==> src/common/dcwb_pkg.sv <==
// package for the data cache write buffer block
// assumes a single clock domain and synchronous active-high reset
package dcwb_pkg;
   localparam int ADDR_W = 32;
   localparam int DATA_W = 32;
   localparam int BE_W = 4;
   localparam int WB_DEPTH = 4;
   localparam int LINE_BYTES = 32;
   localparam int CLK_MHZ = 40;
   localparam int CLK_PERIOD_NS = 25;
   // load miss stall without drain, in cycles
   localparam int MISS_STALL_CYC = 4;
   // two overlapped load misses together
   localparam int PAIR_MISS_STALL_CYC = 7;
   // longest retire of one entry
   localparam int RETIRE_CYC = 2;
   localparam logic [3:0] MISS_CNT_W4 = 4'h4;
   localparam logic [3:0] PAIR_CNT_W4 = 4'h7;
   localparam logic [1:0] RETIRE_CNT_W2 = 2'h2;
   localparam logic [3:0] CNT_ONE = 4'h1;
   localparam logic [3:0] CNT_ZERO = 4'h0;

   // one pending store
   typedef struct packed {
      logic [ADDR_W-1:0] addr;
      logic [DATA_W-1:0] data;
      logic [BE_W-1:0] be;
   } dcwb_store_t;

   // cpu store request
   typedef struct packed {
      logic valid;
      logic hit;
      dcwb_store_t st;
   } dcwb_cpu_st_t;

   // cpu load miss request
   typedef struct packed {
      logic valid;
      logic pair;
   } dcwb_cpu_ld_t;

   typedef enum logic [1:0] {
      ST_IDLE,
      ST_DRAIN,
      ST_MISS
   } dcwb_state_t;
endpackage : dcwb_pkg

==> src/dcwb_write_buffer.sv <==
// level_one_data_cache write buffer with cpu stall generation
// assumes the cache tags supply the hit flag and lower memory gives ready
`timescale 1ns/1ps
module dcwb_write_buffer (
   input wire logic core_clk_in,
   input wire logic sys_rst_in,
   input wire logic clk_en_in,
   input wire dcwb_pkg::dcwb_cpu_st_t cpu_st_in,
   input wire dcwb_pkg::dcwb_cpu_ld_t cpu_ld_in,
   output logic cpu_stall_out,
   output logic cache_wr_out,
   output logic miss_busy_out,
   output logic miss_done_out,
   output logic mem_valid_out,
   input wire logic mem_ready_in,
   output dcwb_pkg::dcwb_store_t mem_store_out,
   output logic [2:0] fill_out
);
   localparam int SW = $bits(dcwb_pkg::dcwb_store_t);

   dcwb_pkg::dcwb_state_t state_r, state_nxt;
   logic [3:0] miss_cnt_r, miss_cnt_nxt;
   logic [1:0] age_r, age_nxt;
   logic pair_r, pair_nxt;
   logic done_r, done_nxt;
   logic fifo_wr_ready, fifo_rd_valid, fifo_pop, st_miss;
   logic [SW-1:0] fifo_rd_data;
   logic [2:0] fifo_cnt;

   ////////////////////////////////////////////////////////////////////////
   // queue of pending stores
   assign st_miss = cpu_st_in.valid && !cpu_st_in.hit;
   dcwb_fifo #(
      .WIDTH(SW),
      .DEPTH(dcwb_pkg::WB_DEPTH)
   ) u_fifo (
      .core_clk_in(core_clk_in),
      .sys_rst_in(sys_rst_in),
      .clk_en_in(clk_en_in),
      .wr_valid_in(st_miss),
      .wr_ready_out(fifo_wr_ready),
      .wr_data_in(cpu_st_in.st),
      .rd_valid_out(fifo_rd_valid),
      .rd_ready_in(fifo_pop),
      .rd_data_out(fifo_rd_data),
      .count_out(fifo_cnt)
   );

   ////////////////////////////////////////////////////////////////////////
   // retire pacing: head entry leaves once it has aged one cycle
   always_comb begin
      fifo_pop = fifo_rd_valid && mem_ready_in &&
         (age_r >= dcwb_pkg::RETIRE_CNT_W2 - 2'h1);
      age_nxt = age_r;
      if (fifo_pop || !fifo_rd_valid) begin
         age_nxt = '0;
      end else if (age_r < dcwb_pkg::RETIRE_CNT_W2) begin
         age_nxt = age_r + 2'h1;
      end
   end

   // head of queue goes out in order
   assign mem_valid_out = fifo_rd_valid &&
      (age_r >= dcwb_pkg::RETIRE_CNT_W2 - 2'h1);
   assign mem_store_out = fifo_rd_data;
   assign fill_out = fifo_cnt;
   assign cache_wr_out = cpu_st_in.valid && cpu_st_in.hit;

   ////////////////////////////////////////////////////////////////////////
   // load miss sequencer: drain, then fixed miss latency
   always_comb begin
      state_nxt = state_r;
      miss_cnt_nxt = miss_cnt_r;
      pair_nxt = pair_r;
      done_nxt = 1'b0;
      case (state_r)
         dcwb_pkg::ST_IDLE: begin
            if (cpu_ld_in.valid) begin
               pair_nxt = cpu_ld_in.pair;
               state_nxt = dcwb_pkg::ST_DRAIN;
            end
         end
         dcwb_pkg::ST_DRAIN: begin
            // drain cycles stretch the stall
            if (!fifo_rd_valid || (fifo_cnt == 3'h1 && fifo_pop)) begin
               state_nxt = dcwb_pkg::ST_MISS;
               miss_cnt_nxt = pair_r ? dcwb_pkg::PAIR_CNT_W4
                  : dcwb_pkg::MISS_CNT_W4;
            end
         end
         dcwb_pkg::ST_MISS: begin
            miss_cnt_nxt = miss_cnt_r - dcwb_pkg::CNT_ONE;
            if (miss_cnt_r == dcwb_pkg::CNT_ONE) begin
               state_nxt = dcwb_pkg::ST_IDLE;
               done_nxt = 1'b1;
            end
         end
         default: begin
            state_nxt = dcwb_pkg::ST_IDLE;
         end
      endcase
   end

   // stall while full on a store miss or while a load miss is pending
   always_comb begin
      cpu_stall_out = (st_miss && !fifo_wr_ready)
         || (state_r != dcwb_pkg::ST_IDLE)
         || cpu_ld_in.valid;
      miss_busy_out = (state_r == dcwb_pkg::ST_MISS);
   end
   assign miss_done_out = done_r;

   // register sequencer state
   always_ff @(posedge core_clk_in) begin
      if (sys_rst_in) begin
         state_r <= dcwb_pkg::ST_IDLE;
         miss_cnt_r <= dcwb_pkg::CNT_ZERO;
         age_r <= '0;
         pair_r <= 1'b0;
         done_r <= 1'b0;
      end else if (clk_en_in) begin
         state_r <= state_nxt;
         miss_cnt_r <= miss_cnt_nxt;
         age_r <= age_nxt;
         pair_r <= pair_nxt;
         done_r <= done_nxt;
      end
   end

   ////////////////////////////////////////////////////////////////////////
   // checks
   property p_max_four;
      @(posedge core_clk_in) disable iff (sys_rst_in)
      fill_out <= 3'h4;
   endproperty
   a_max_four: assert property (p_max_four)
      else $error("write buffer above four entries");

   property p_full_stall;
      @(posedge core_clk_in) disable iff (sys_rst_in)
      (st_miss && fill_out == 3'h4) |-> cpu_stall_out;
   endproperty
   a_full_stall: assert property (p_full_stall)
      else $error("store miss on full buffer without stall");

   property p_no_stall_room;
      @(posedge core_clk_in) disable iff (sys_rst_in)
      (st_miss && fill_out < 3'h4 && state_r == dcwb_pkg::ST_IDLE
         && !cpu_ld_in.valid) |-> !cpu_stall_out;
   endproperty
   a_no_stall_room: assert property (p_no_stall_room)
      else $error("store miss stalled with room left");

   property p_drained;
      @(posedge core_clk_in) disable iff (sys_rst_in)
      (state_r == dcwb_pkg::ST_MISS) |-> fill_out == 3'h0;
   endproperty
   a_drained: assert property (p_drained)
      else $error("miss serviced with pending stores");

   property p_hit_no_entry;
      @(posedge core_clk_in) disable iff (sys_rst_in || !clk_en_in)
      (cpu_st_in.valid && cpu_st_in.hit && !fifo_pop) |=>
         fill_out == $past(fill_out);
   endproperty
   a_hit_no_entry: assert property (p_hit_no_entry)
      else $error("store hit entered the buffer");

   property p_single_miss;
      @(posedge core_clk_in) disable iff (sys_rst_in || !clk_en_in)
      ($rose(state_r == dcwb_pkg::ST_MISS) && !pair_r) |->
         miss_busy_out [*4] ##1 miss_done_out;
   endproperty
   a_single_miss: assert property (p_single_miss)
      else $error("single miss not four cycles");

   property p_pair_miss;
      @(posedge core_clk_in) disable iff (sys_rst_in || !clk_en_in)
      ($rose(state_r == dcwb_pkg::ST_MISS) && pair_r) |->
         miss_busy_out [*7] ##1 miss_done_out;
   endproperty
   a_pair_miss: assert property (p_pair_miss)
      else $error("paired miss not seven cycles");

   property p_retire_bound;
      @(posedge core_clk_in) disable iff (sys_rst_in || !clk_en_in)
      (fifo_rd_valid && mem_ready_in && !fifo_pop) |=>
         (fifo_pop || !mem_ready_in);
   endproperty
   a_retire_bound: assert property (p_retire_bound)
      else $error("entry retire beyond two cycles");

   property p_drain_stall;
      @(posedge core_clk_in) disable iff (sys_rst_in || !clk_en_in)
      (state_r == dcwb_pkg::ST_DRAIN && fill_out > 3'h1) |=>
         (state_r == dcwb_pkg::ST_DRAIN && cpu_stall_out);
   endproperty
   a_drain_stall: assert property (p_drain_stall)
      else $error("drain ended early with stores pending");

   property p_order;
      @(posedge core_clk_in) disable iff (sys_rst_in)
      (mem_valid_out && !mem_ready_in) |=>
         (mem_valid_out && mem_store_out == $past(mem_store_out));
   endproperty
   a_order: assert property (p_order)
      else $error("offered store changed before accept");
endmodule : dcwb_write_buffer

==> src/dcwb_fifo.sv <==
// in-order fifo for pending stores
// assumes one clock, synchronous reset, clock enable freezing all state
`timescale 1ns/1ps
module dcwb_fifo #(
   parameter int WIDTH = 68,
   parameter int DEPTH = 4
) (
   input wire logic core_clk_in,
   input wire logic sys_rst_in,
   input wire logic clk_en_in,
   input wire logic wr_valid_in,
   output logic wr_ready_out,
   input wire logic [WIDTH-1:0] wr_data_in,
   output logic rd_valid_out,
   input wire logic rd_ready_in,
   output logic [WIDTH-1:0] rd_data_out,
   output logic [$clog2(DEPTH):0] count_out
);
   localparam int PW = $clog2(DEPTH);
   logic [WIDTH-1:0] mem_r [DEPTH];
   logic [PW-1:0] wp_r, wp_nxt, rp_r, rp_nxt;
   logic [PW:0] cnt_r, cnt_nxt;
   logic push, pop;

   // handshakes and pointer update
   always_comb begin
      push = wr_valid_in && wr_ready_out;
      pop = rd_valid_out && rd_ready_in;
      wp_nxt = push ? wp_r + 1'b1 : wp_r;
      rp_nxt = pop ? rp_r + 1'b1 : rp_r;
      cnt_nxt = cnt_r;
      if (push && !pop) begin
         cnt_nxt = cnt_r + 1'b1;
      end else if (pop && !push) begin
         cnt_nxt = cnt_r - 1'b1;
      end
   end

   assign wr_ready_out = (cnt_r != DEPTH[PW:0]);
   assign rd_valid_out = (cnt_r != '0);
   assign rd_data_out = mem_r[rp_r];
   assign count_out = cnt_r;

   // register pointers and storage
   always_ff @(posedge core_clk_in) begin
      if (sys_rst_in) begin
         wp_r <= '0;
         rp_r <= '0;
         cnt_r <= '0;
      end else if (clk_en_in) begin
         wp_r <= wp_nxt;
         rp_r <= rp_nxt;
         cnt_r <= cnt_nxt;
         if (push) begin
            mem_r[wp_r] <= wr_data_in;
         end
      end
   end
endmodule : dcwb_fifo

==> config.mk <==
export PLATFORM = sky130hd
export DESIGN_NAME = dcwb_write_buffer
export DESIGN_NICKNAME = d
export VERILOG_FILES = /design/src/common/dcwb_pkg.sv /design/src/dcwb_write_buffer.sv /design/src/dcwb_fifo.sv
export SDC_FILE = /design/constraint.sdc
export NUM_CORES = 1
export LEC_CHECK = 0
export ABC_AREA = 1
export BUFFER_PORTS_ARGS = -buffer_cell sky130_fd_sc_hd__buf_2
export CAP_MARGIN = 5
export CORE_MARGIN = 2
export CORE_UTILIZATION = 30
export CTS_CLUSTER_DIAMETER = 100
export CTS_CLUSTER_SIZE = 8
export DETAILED_ROUTE_END_ITERATION = 10
export SYNTH_ARGS = -nofsm -noshare
export SYNTH_HDL_FRONTEND = slang
export SYNTH_SLANG_ARGS = --single-unit
export TNS_END_PERCENT = 20
==> constraint.sdc <==
create_clock -name core_clk_in -period 7.8 [get_ports core_clk_in]
set_input_delay 2.34 -clock core_clk_in [delete_from_list [all_inputs] [get_ports core_clk_in]]
set_output_delay 2.34 -clock core_clk_in [all_outputs]
set_load 0.1 [all_outputs]
==> results of run 1 <==
synthesized netlist by cell type (3+ instances only):
cell type  count
edfxtp_1     272
clkbuf_2       5
buf_2         13
dfxtp_1       19
inv_2          4
inv_1         25
nor2_1       155
ha_1          12
clkbuf_1      17
o21ai_1        6
a21oi_1       16
o22ai_1       68
nor2_2         3
o21ai_0      142
buf_6          8
nand2_1       19
nand3_1        9
kinds of logic (layout without fill, tap and decap cells):
kind of cell	after synthesis	after routing	synth area share (%)
flops	291	291	76.1
buf+inv	76	244	3.39
compound gates	237	237	11.5
simple gates	197	197	7.44
fa+ha+maj	12	12	1.34
xor+xnor	2	2	0.156
per-stage QoR:
step / hold slack [ns] / instance area [um^2] / setup WS (ns) / power (mW)
4_1_cts: 0.461 / 13500 / 2.08 / 3.60
2_1_floorplan: 0.423 / 11200 / 0.758 / 1.93
6_report: 0.458 / 13500 / 2.23 / 3.54
5_1_grt: 0.487 / 13500 / 1.89 / 3.67
3_5_place_dp: 0.453 / 12400 / 2.27 / 1.99
3_3_place_gp: 0.449 / 12400 / 2.24 / 1.99
metal layers:
metal,wire length [um],part of all wire (%),vias to the layer above
met3,1490,6.0,44
met5,27,0.11,-
met1,10900,44,3332
li1,-,-,3319
met2,11900,48,168
met4,687,2.8,4
layout make-up:
cell class / instances / area, um^2 / area share (%)
Clock buffer: 49 / 1100 / 8.11
Clock inverter: 2 / 16.3 / 0.120
Inverter: 31 / 121 / 0.896
Multi-Input combinational cell: 448 / 2330 / 17.2
Sequential cell: 291 / 8550 / 63.2
Tap cell: 468 / 586 / 4.32
Timing Repair Buffer: 162 / 838 / 6.19
layout by cell type (no fill, tap or decap), drive strengths merged, types with 18 or more instances in the layout:
master	Yosys	final
nor2	159	159
buf	23	162
inv	31	32
dfxtp	19	19
a21oi	18	18
clkbuf	22	49
edfxtp	272	272
o21ai	148	148
nand2	23	23
o22ai	68	68
power groups by stage:
stage          Combinational [mW]  Sequential [mW]  Clock, mW
2_1_floorplan               0.158             1.77          0
3_3_place_gp                0.226             1.76          0
3_5_place_dp                0.230             1.76          0
4_1_cts                     0.230             1.73       1.63
5_1_grt                     0.244             1.73       1.69
6_report                    0.228             1.74       1.58
worst register-to-register path, delay by kind of cell (launching register included):
kind,cells,cell delay (ns)
flops,1,0.41
fa+ha+maj,1,0.25
simple gates,4,0.89
buf+inv,3,1.21
registers in the layout, indices dropped and copies added, names as in the netlist, named ones only:
signal            count
age_r                 2
miss_cnt_r            4
miss_done_out         1
pair_r                1
state_r               2
u_fifo.count_out      3
u_fifo.mem_r        272
u_fifo.rp_r           2
u_fifo.wp_r           2
final timing paths:
path              slack [ns]  cells after the start                   to                 from
hold / removal          0.46                      2               pair_r               pair_r
setup reg to reg        4.65                      8  u_fifo.mem_r[3][46]  u_fifo.count_out[0]
hold reg to reg         0.46                      2               pair_r               pair_r
setup / recovery        2.23                      5     mem_store_out[1]             register
==> impl_summary.log, run 1 <==
INFO  metric outcome = finished clean
INFO  metric slowest_stage = inv_4
INFO  metric cts-buffers-inserted = 42
INFO  metric seq_power_share = 49.0%
INFO  metric grt_first_pass_wirelength = 37,900 um
INFO  metric layout-drive-gt1-share = 23.7%
INFO  metric ys_async_sr_fraction = 0%
INFO  metric boundaryPins = 152
INFO  metric fmax = 180 MHz
INFO  metric synth_top_area_share = 72.8%
INFO  metric first_pass_detailed_route_iteration_total = 4
INFO  metric timing.clock.skew = 0.0208 ns
INFO  metric worstSetupEndpointType = output pin
INFO  metric detail_route.wirelength = 25,000 um
INFO  metric gr-usage-all-layers = 12.8%
INFO  metric ys_ff_latch = 291
INFO  metric stdcell_count = 1,451
INFO  metric tns = 0 ns
INFO  metric antenna_violations_before_repair = 3
INFO  metric initial_core_util = 30.6%
INFO  metric internal_power = 2.75 mW
INFO  metric ant_nets = 0
INFO  metric post_cts_resize_count = 0
INFO  metric placementRows = 70
INFO  metric cp-start-kind = register
INFO  metric cts_root_buffer = clkbuf_16
INFO  metric port_buffers = 151
INFO  metric grt_overflow_total = 0
INFO  metric mappedNetlistArea = 11,200 um^2
INFO  metric yosysSeqAreaShare = 76.1%
INFO  metric remaining_drc_errors = 0
INFO  metric diodes = 0
INFO  metric report.final.setup_viol = 0
INFO  metric cellPowerDensity = 261 nW/um^2
INFO  metric power.combinational.fraction = 6.4%
INFO  metric path_max_fanout = 103
INFO  metric timing.critical_path.slowest_cell_delay = 0.85 ns
INFO  metric busiest_layer = met2
INFO  metric cap_viol_max_count = 0
INFO  metric postCtsHoldBufs = 0
INFO  metric synth.distinct_cells = 32
INFO  metric fill_cells = 3,497
INFO  metric numClockSinks = 291
INFO  metric via_per_inst = 4.73
INFO  metric global_route_met2_utilization = 21.3%
INFO  metric postSynthAreaPerCell = 13.8 um^2
INFO  metric vdd_ir_drop_max = 0.132 mV
INFO  metric grt.met3_usage = 3.35%
INFO  metric clock_power_share = 44.5%
INFO  metric clk_transition_reported_paths = 0.05 ns
INFO  metric wire_per_inst = 17.2 um
INFO  metric timing.final.crit_period = 5.57 ns
INFO  metric worst-slew-pin-transition = 1.05 ns
INFO  metric arrival_time_of_data_at_the_critical_path_endpoint = 3.23 ns
INFO  metric synth_top_area_cell = edfxtp_1
INFO  metric grt_pass1_vias = 6,838
INFO  metric count_of_buffering_cells_on_the_critical_path_with_inverters_included = 3
INFO  metric ys.flop_type = edfxtp_1
INFO  metric power_leakage = 4.76 nW
INFO  metric postCtsSetupRepairBufs = 0
INFO  metric first_iter_violations = 318
INFO  metric dp_cells = 1,400
INFO  metric tritoncts = yes
INFO  metric power.net_switching = 791 uW
INFO  metric gp_congestion = 0.695
INFO  metric hp-class = register to register
INFO  metric die_x = 197 um
INFO  metric timing_hold_violations_final = 0
INFO  metric syn_nets = 903
INFO  metric layout.nets = 1,064
INFO  metric htree_num_levels = 2
INFO  metric ys_top_cells_by_area = edfxtp_1 73%, o21ai_0 6.3%, nor2_1 5.2%
INFO  metric cts_max_path_buffers = 3
INFO  metric timing.setup.critical_path_class = register to output pin
INFO  metric yosysWarningCount = 0
INFO  metric crit_path_cell_trace = inv_4, buf_4, o21ai_0, o22ai_1, buf_2
INFO  metric clock_insertion_delay_worst_skew = 0.54 ns
INFO  metric netlist_instances = 815
INFO  metric global_route.usage.met1 = 15.7%
INFO  metric grt_setup_unrepaired = false
INFO  metric cp_top_family = buffers and inverters
INFO  metric grt_start_max_net_pins = 104
INFO  metric fin_util = 36.9%
INFO  metric via_count = 6,867
INFO  metric areaGrowthSynthToFinish = 20.6%
INFO  metric die_area = 39,000 um^2
INFO  metric max_slew_margin = 29.9%
INFO  metric critPathRequiredTime = 5.46 ns
INFO  metric core_area = 36,700 um^2
INFO  metric post-dp-hpwl = 13,500 um
INFO  metric number_of_synthesized_flops_with_an_enable_pin = 272
INFO  metric vert_die_dim = 197 um
INFO  metric switching_share = 22.4%
INFO  metric finalCritPeriodShare = 71.4%
INFO  metric report.final.slew_viol_count = 0
Power figures use the tool's default switching activity.
==> run 2: changes to the inputs <==
==> constraint.sdc (replaced) <==
create_clock -name core_clk_in -period 5.5 [get_ports core_clk_in]
set_input_delay 1.65 -clock core_clk_in [delete_from_list [all_inputs] [get_ports core_clk_in]]
set_output_delay 1.65 -clock core_clk_in [all_outputs]
set_load 0.1 [all_outputs]
==> run 2 against run 1 <==
  * Critical path depth shrank 1
  * Via count is 1.4% higher
  * Wire length up 1.0%
  * Sequential cell count unchanged
  * Final cell count is 0.41% higher
  * Hold slack got worse by 0.012 ns
  * Clock power increased by 41%
  * Combinational power up 43%
  * Die area unchanged
  * Sequential share of layout area is 0.49 points lower
==> impl_summary.log, run 2 (synthesis gave the netlist of run 1 again) <==
INFO  metric power_leakage = 4.80 nW (+0.87%)
INFO  metric grt_start_max_net_pins = 67 (-36%)
INFO  metric worst-slew-pin-transition = 0.905 ns (-0.146 ns)
INFO  metric outcome = finished clean
INFO  metric vert_die_dim = 197 um (unchanged)
INFO  metric hp-class = register to register
INFO  metric max_slew_margin = 39.7% (+9.8 points)
INFO  metric timing_hold_violations_final = 0 (unchanged)
INFO  metric tns = 0 ns (unchanged)
INFO  metric cellPowerDensity = 368 nW/um^2 (+41%)
INFO  metric boundaryPins = 152 (unchanged)
INFO  metric htree_num_levels = 2 (unchanged)
INFO  metric finalCritPeriodShare = 80.8%
INFO  metric final-seq-area = 8550 um^2 (unchanged)
INFO  metric rrSetupSlack = 2.63 ns (-2.02 ns)
INFO  metric largest_register = u_fifo.mem_r
INFO  metric tritoncts = yes
INFO  metric r2r.worst_path.cells = 7 (-1)
INFO  metric worstSetupEndpointType = output pin
INFO  metric die_x = 197 um (unchanged)
INFO  metric place_ws = 1.35 ns (-0.913 ns)
INFO  metric die_area = 39,000 um^2 (unchanged)
INFO  metric gr-usage-all-layers = 12.9% (+0.13 points)
INFO  metric post_cts_resize_count = 0 (unchanged)
INFO  metric cap_viol_max_count = 0 (unchanged)
INFO  metric timing.clock.skew = 0.0185 ns (-0.00235 ns)
INFO  metric wire_per_inst = 17.3 um (+0.61%)
INFO  metric crit_path_end = mem_store_out[20]
INFO  metric postCtsSetupRepairBufs = 0 (unchanged)
INFO  metric cts_root_buffer = clkbuf_16
INFO  metric grt_pass1_vias = 6,811 (-0.39%)
INFO  metric cp-start-kind = register
INFO  metric report.final.slew_viol_count = 0 (unchanged)
INFO  metric largest_register_ff_count = 272 (unchanged)
INFO  metric cts_max_path_buffers = 3 (unchanged)
INFO  metric arrival_time_of_data_at_the_critical_path_endpoint = 2.79 ns (-0.44 ns)
INFO  metric multi_input_area = 2340 um^2 (+0.32%)
INFO  metric fmax = 225 MHz
INFO  metric via_per_inst = 4.78 (+0.98%)
INFO  metric core_area = 36,700 um^2 (unchanged)
INFO  metric final_power = 5.02 mW (+42%)
INFO  metric timing.final.crit_period = 4.44 ns
INFO  metric grt_first_pass_wirelength = 38,400 um (+1.5%)
INFO  metric cts-buffers-inserted = 42 (unchanged)
INFO  metric clock_insertion_delay_worst_skew = 0.54 ns (about the same)
INFO  metric areaGrowthSynthToFinish = 21.6%
INFO  metric timing.final.ws_setup = 1.06 ns (-1.17 ns)
INFO  metric critPathRequiredTime = 3.85 ns (-1.61 ns)
INFO  metric vdd_ir_drop_max = 0.219 mV (+66%)
INFO  metric fill_cells = 3,422 (-2.1%)
INFO  metric timing.setup.critical_path_class = register to output pin
INFO  metric post-dp-hpwl = 14,000 um (+3.9%)
INFO  metric first_pass_detailed_route_iteration_total = 4 (unchanged)
INFO  metric placementRows = 70 (unchanged)
INFO  metric grt_overflow_total = 0 (unchanged)
INFO  metric layout.nets = 1,068 (+0.38%)
INFO  metric postCtsHoldBufs = 0 (unchanged)
INFO  metric path_max_fanout = 41 (-60%)
INFO  metric clk_transition_reported_paths = 0.05 ns (about the same)
INFO  metric worstReg2RegEnd = u_fifo.mem_r[3][42]
INFO  metric gp_congestion = 0.729 (+4.9%)
INFO  metric report.final.setup_viol = 0 (unchanged)
INFO  metric grt_setup_unrepaired = false
INFO  metric hold_path_depth = 2 (unchanged)
INFO  metric remaining_drc_errors = 0 (unchanged)
INFO  metric layout-drive-gt1-share = 24.1% (+0.41 points)
INFO  metric numClockSinks = 291 (unchanged)
INFO  metric detail_route.wirelength = 25,200 um (+1.0%)
INFO  metric final_cell_mix = 272 x edfxtp_1, 151 x nor2_1, 151 x buf_2
INFO  metric initial_core_util = 30.6% (unchanged)
INFO  metric ant_nets = 0 (unchanged)
INFO  metric startpoint_of_the_most_critical_register_to_register_path = u_fifo.count_out[0]
INFO  metric port_buffers = 151 (unchanged)
INFO  metric antenna_violations_before_repair = 3 (unchanged)
INFO  metric via_count = 6,963 (+1.4%)
INFO  metric most_frequent_standard_cell_in_the_layout_excluding_fill_and_tap_cells = edfxtp_1
INFO  metric first_iter_violations = 330 (+3.8%)
==> run 2: cell types whose count changed in the layout (fill, tap and decap cells not counted) <==
cell	change
o311ai_2	+1
buf_12	+5
diode_2	+2
buf_4	-1
o311ai_1	-1
==> run 2: how the worst min path moves through the flow <==
stage / start / end
after floorplan: pair_r / pair_r
after global placement: pair_r / pair_r
after detailed placement: pair_r / pair_r
after CTS: pair_r / pair_r
after global routing: pair_r / pair_r
final: pair_r / pair_r
==> run 2: routing by layer <==
layer / GRT usage, % / vias up / wire length (um)
li1: - / 3329 / -
met1: 16.8 / 3408 / 11400
met2: 20.9 / 179 / 11800
met3: 3.98 / 43 / 1550
met4: 3.82 / 4 / 486
met5: 0 / - / 27
==> run 2: stage by stage <==
step | hold WS [ns] | std cells | instance area (um^2) | utilization (%)
2_1_floorplan | 0.423 | 815 | 11200 | -
3_3_place_gp | 0.447 | 1404 | 12500 | 34.1
3_5_place_dp | 0.440 | 1404 | 12500 | 34.1
4_1_cts | 0.448 | 1455 | 13600 | 37.2
5_1_grt | 0.472 | 1455 | 13600 | 37.2
6_report | 0.446 | 1457 | 13600 | 37.2
==> run 2: final cells by class <==
class	count	share of cell area (%)
multi-input combinational	448	17.1
tap	468	4.29
inverter	31	0.889
sequential	291	62.7
antenna	2	0.0367
clock buffer	49	8.05
timing repair buffer	166	6.82
clock inverter	2	0.119
==> run 2: where the power goes <==
group	switching, mW	leakage (nW)	internal (mW)	total, mW
combinational	0.257	1.65	0.0695	0.326
clock	0.849	0.542	1.38	2.23
sequential	0.0124	2.61	2.45	2.46
==> run 2: worst max-delay path: stages, from the launching register on <==
cell and delay (ns):
dfxtp_2 0.91, buf_4 0.47, o21ai_0 0.15, o22ai_1 0.23, buf_2 0.47
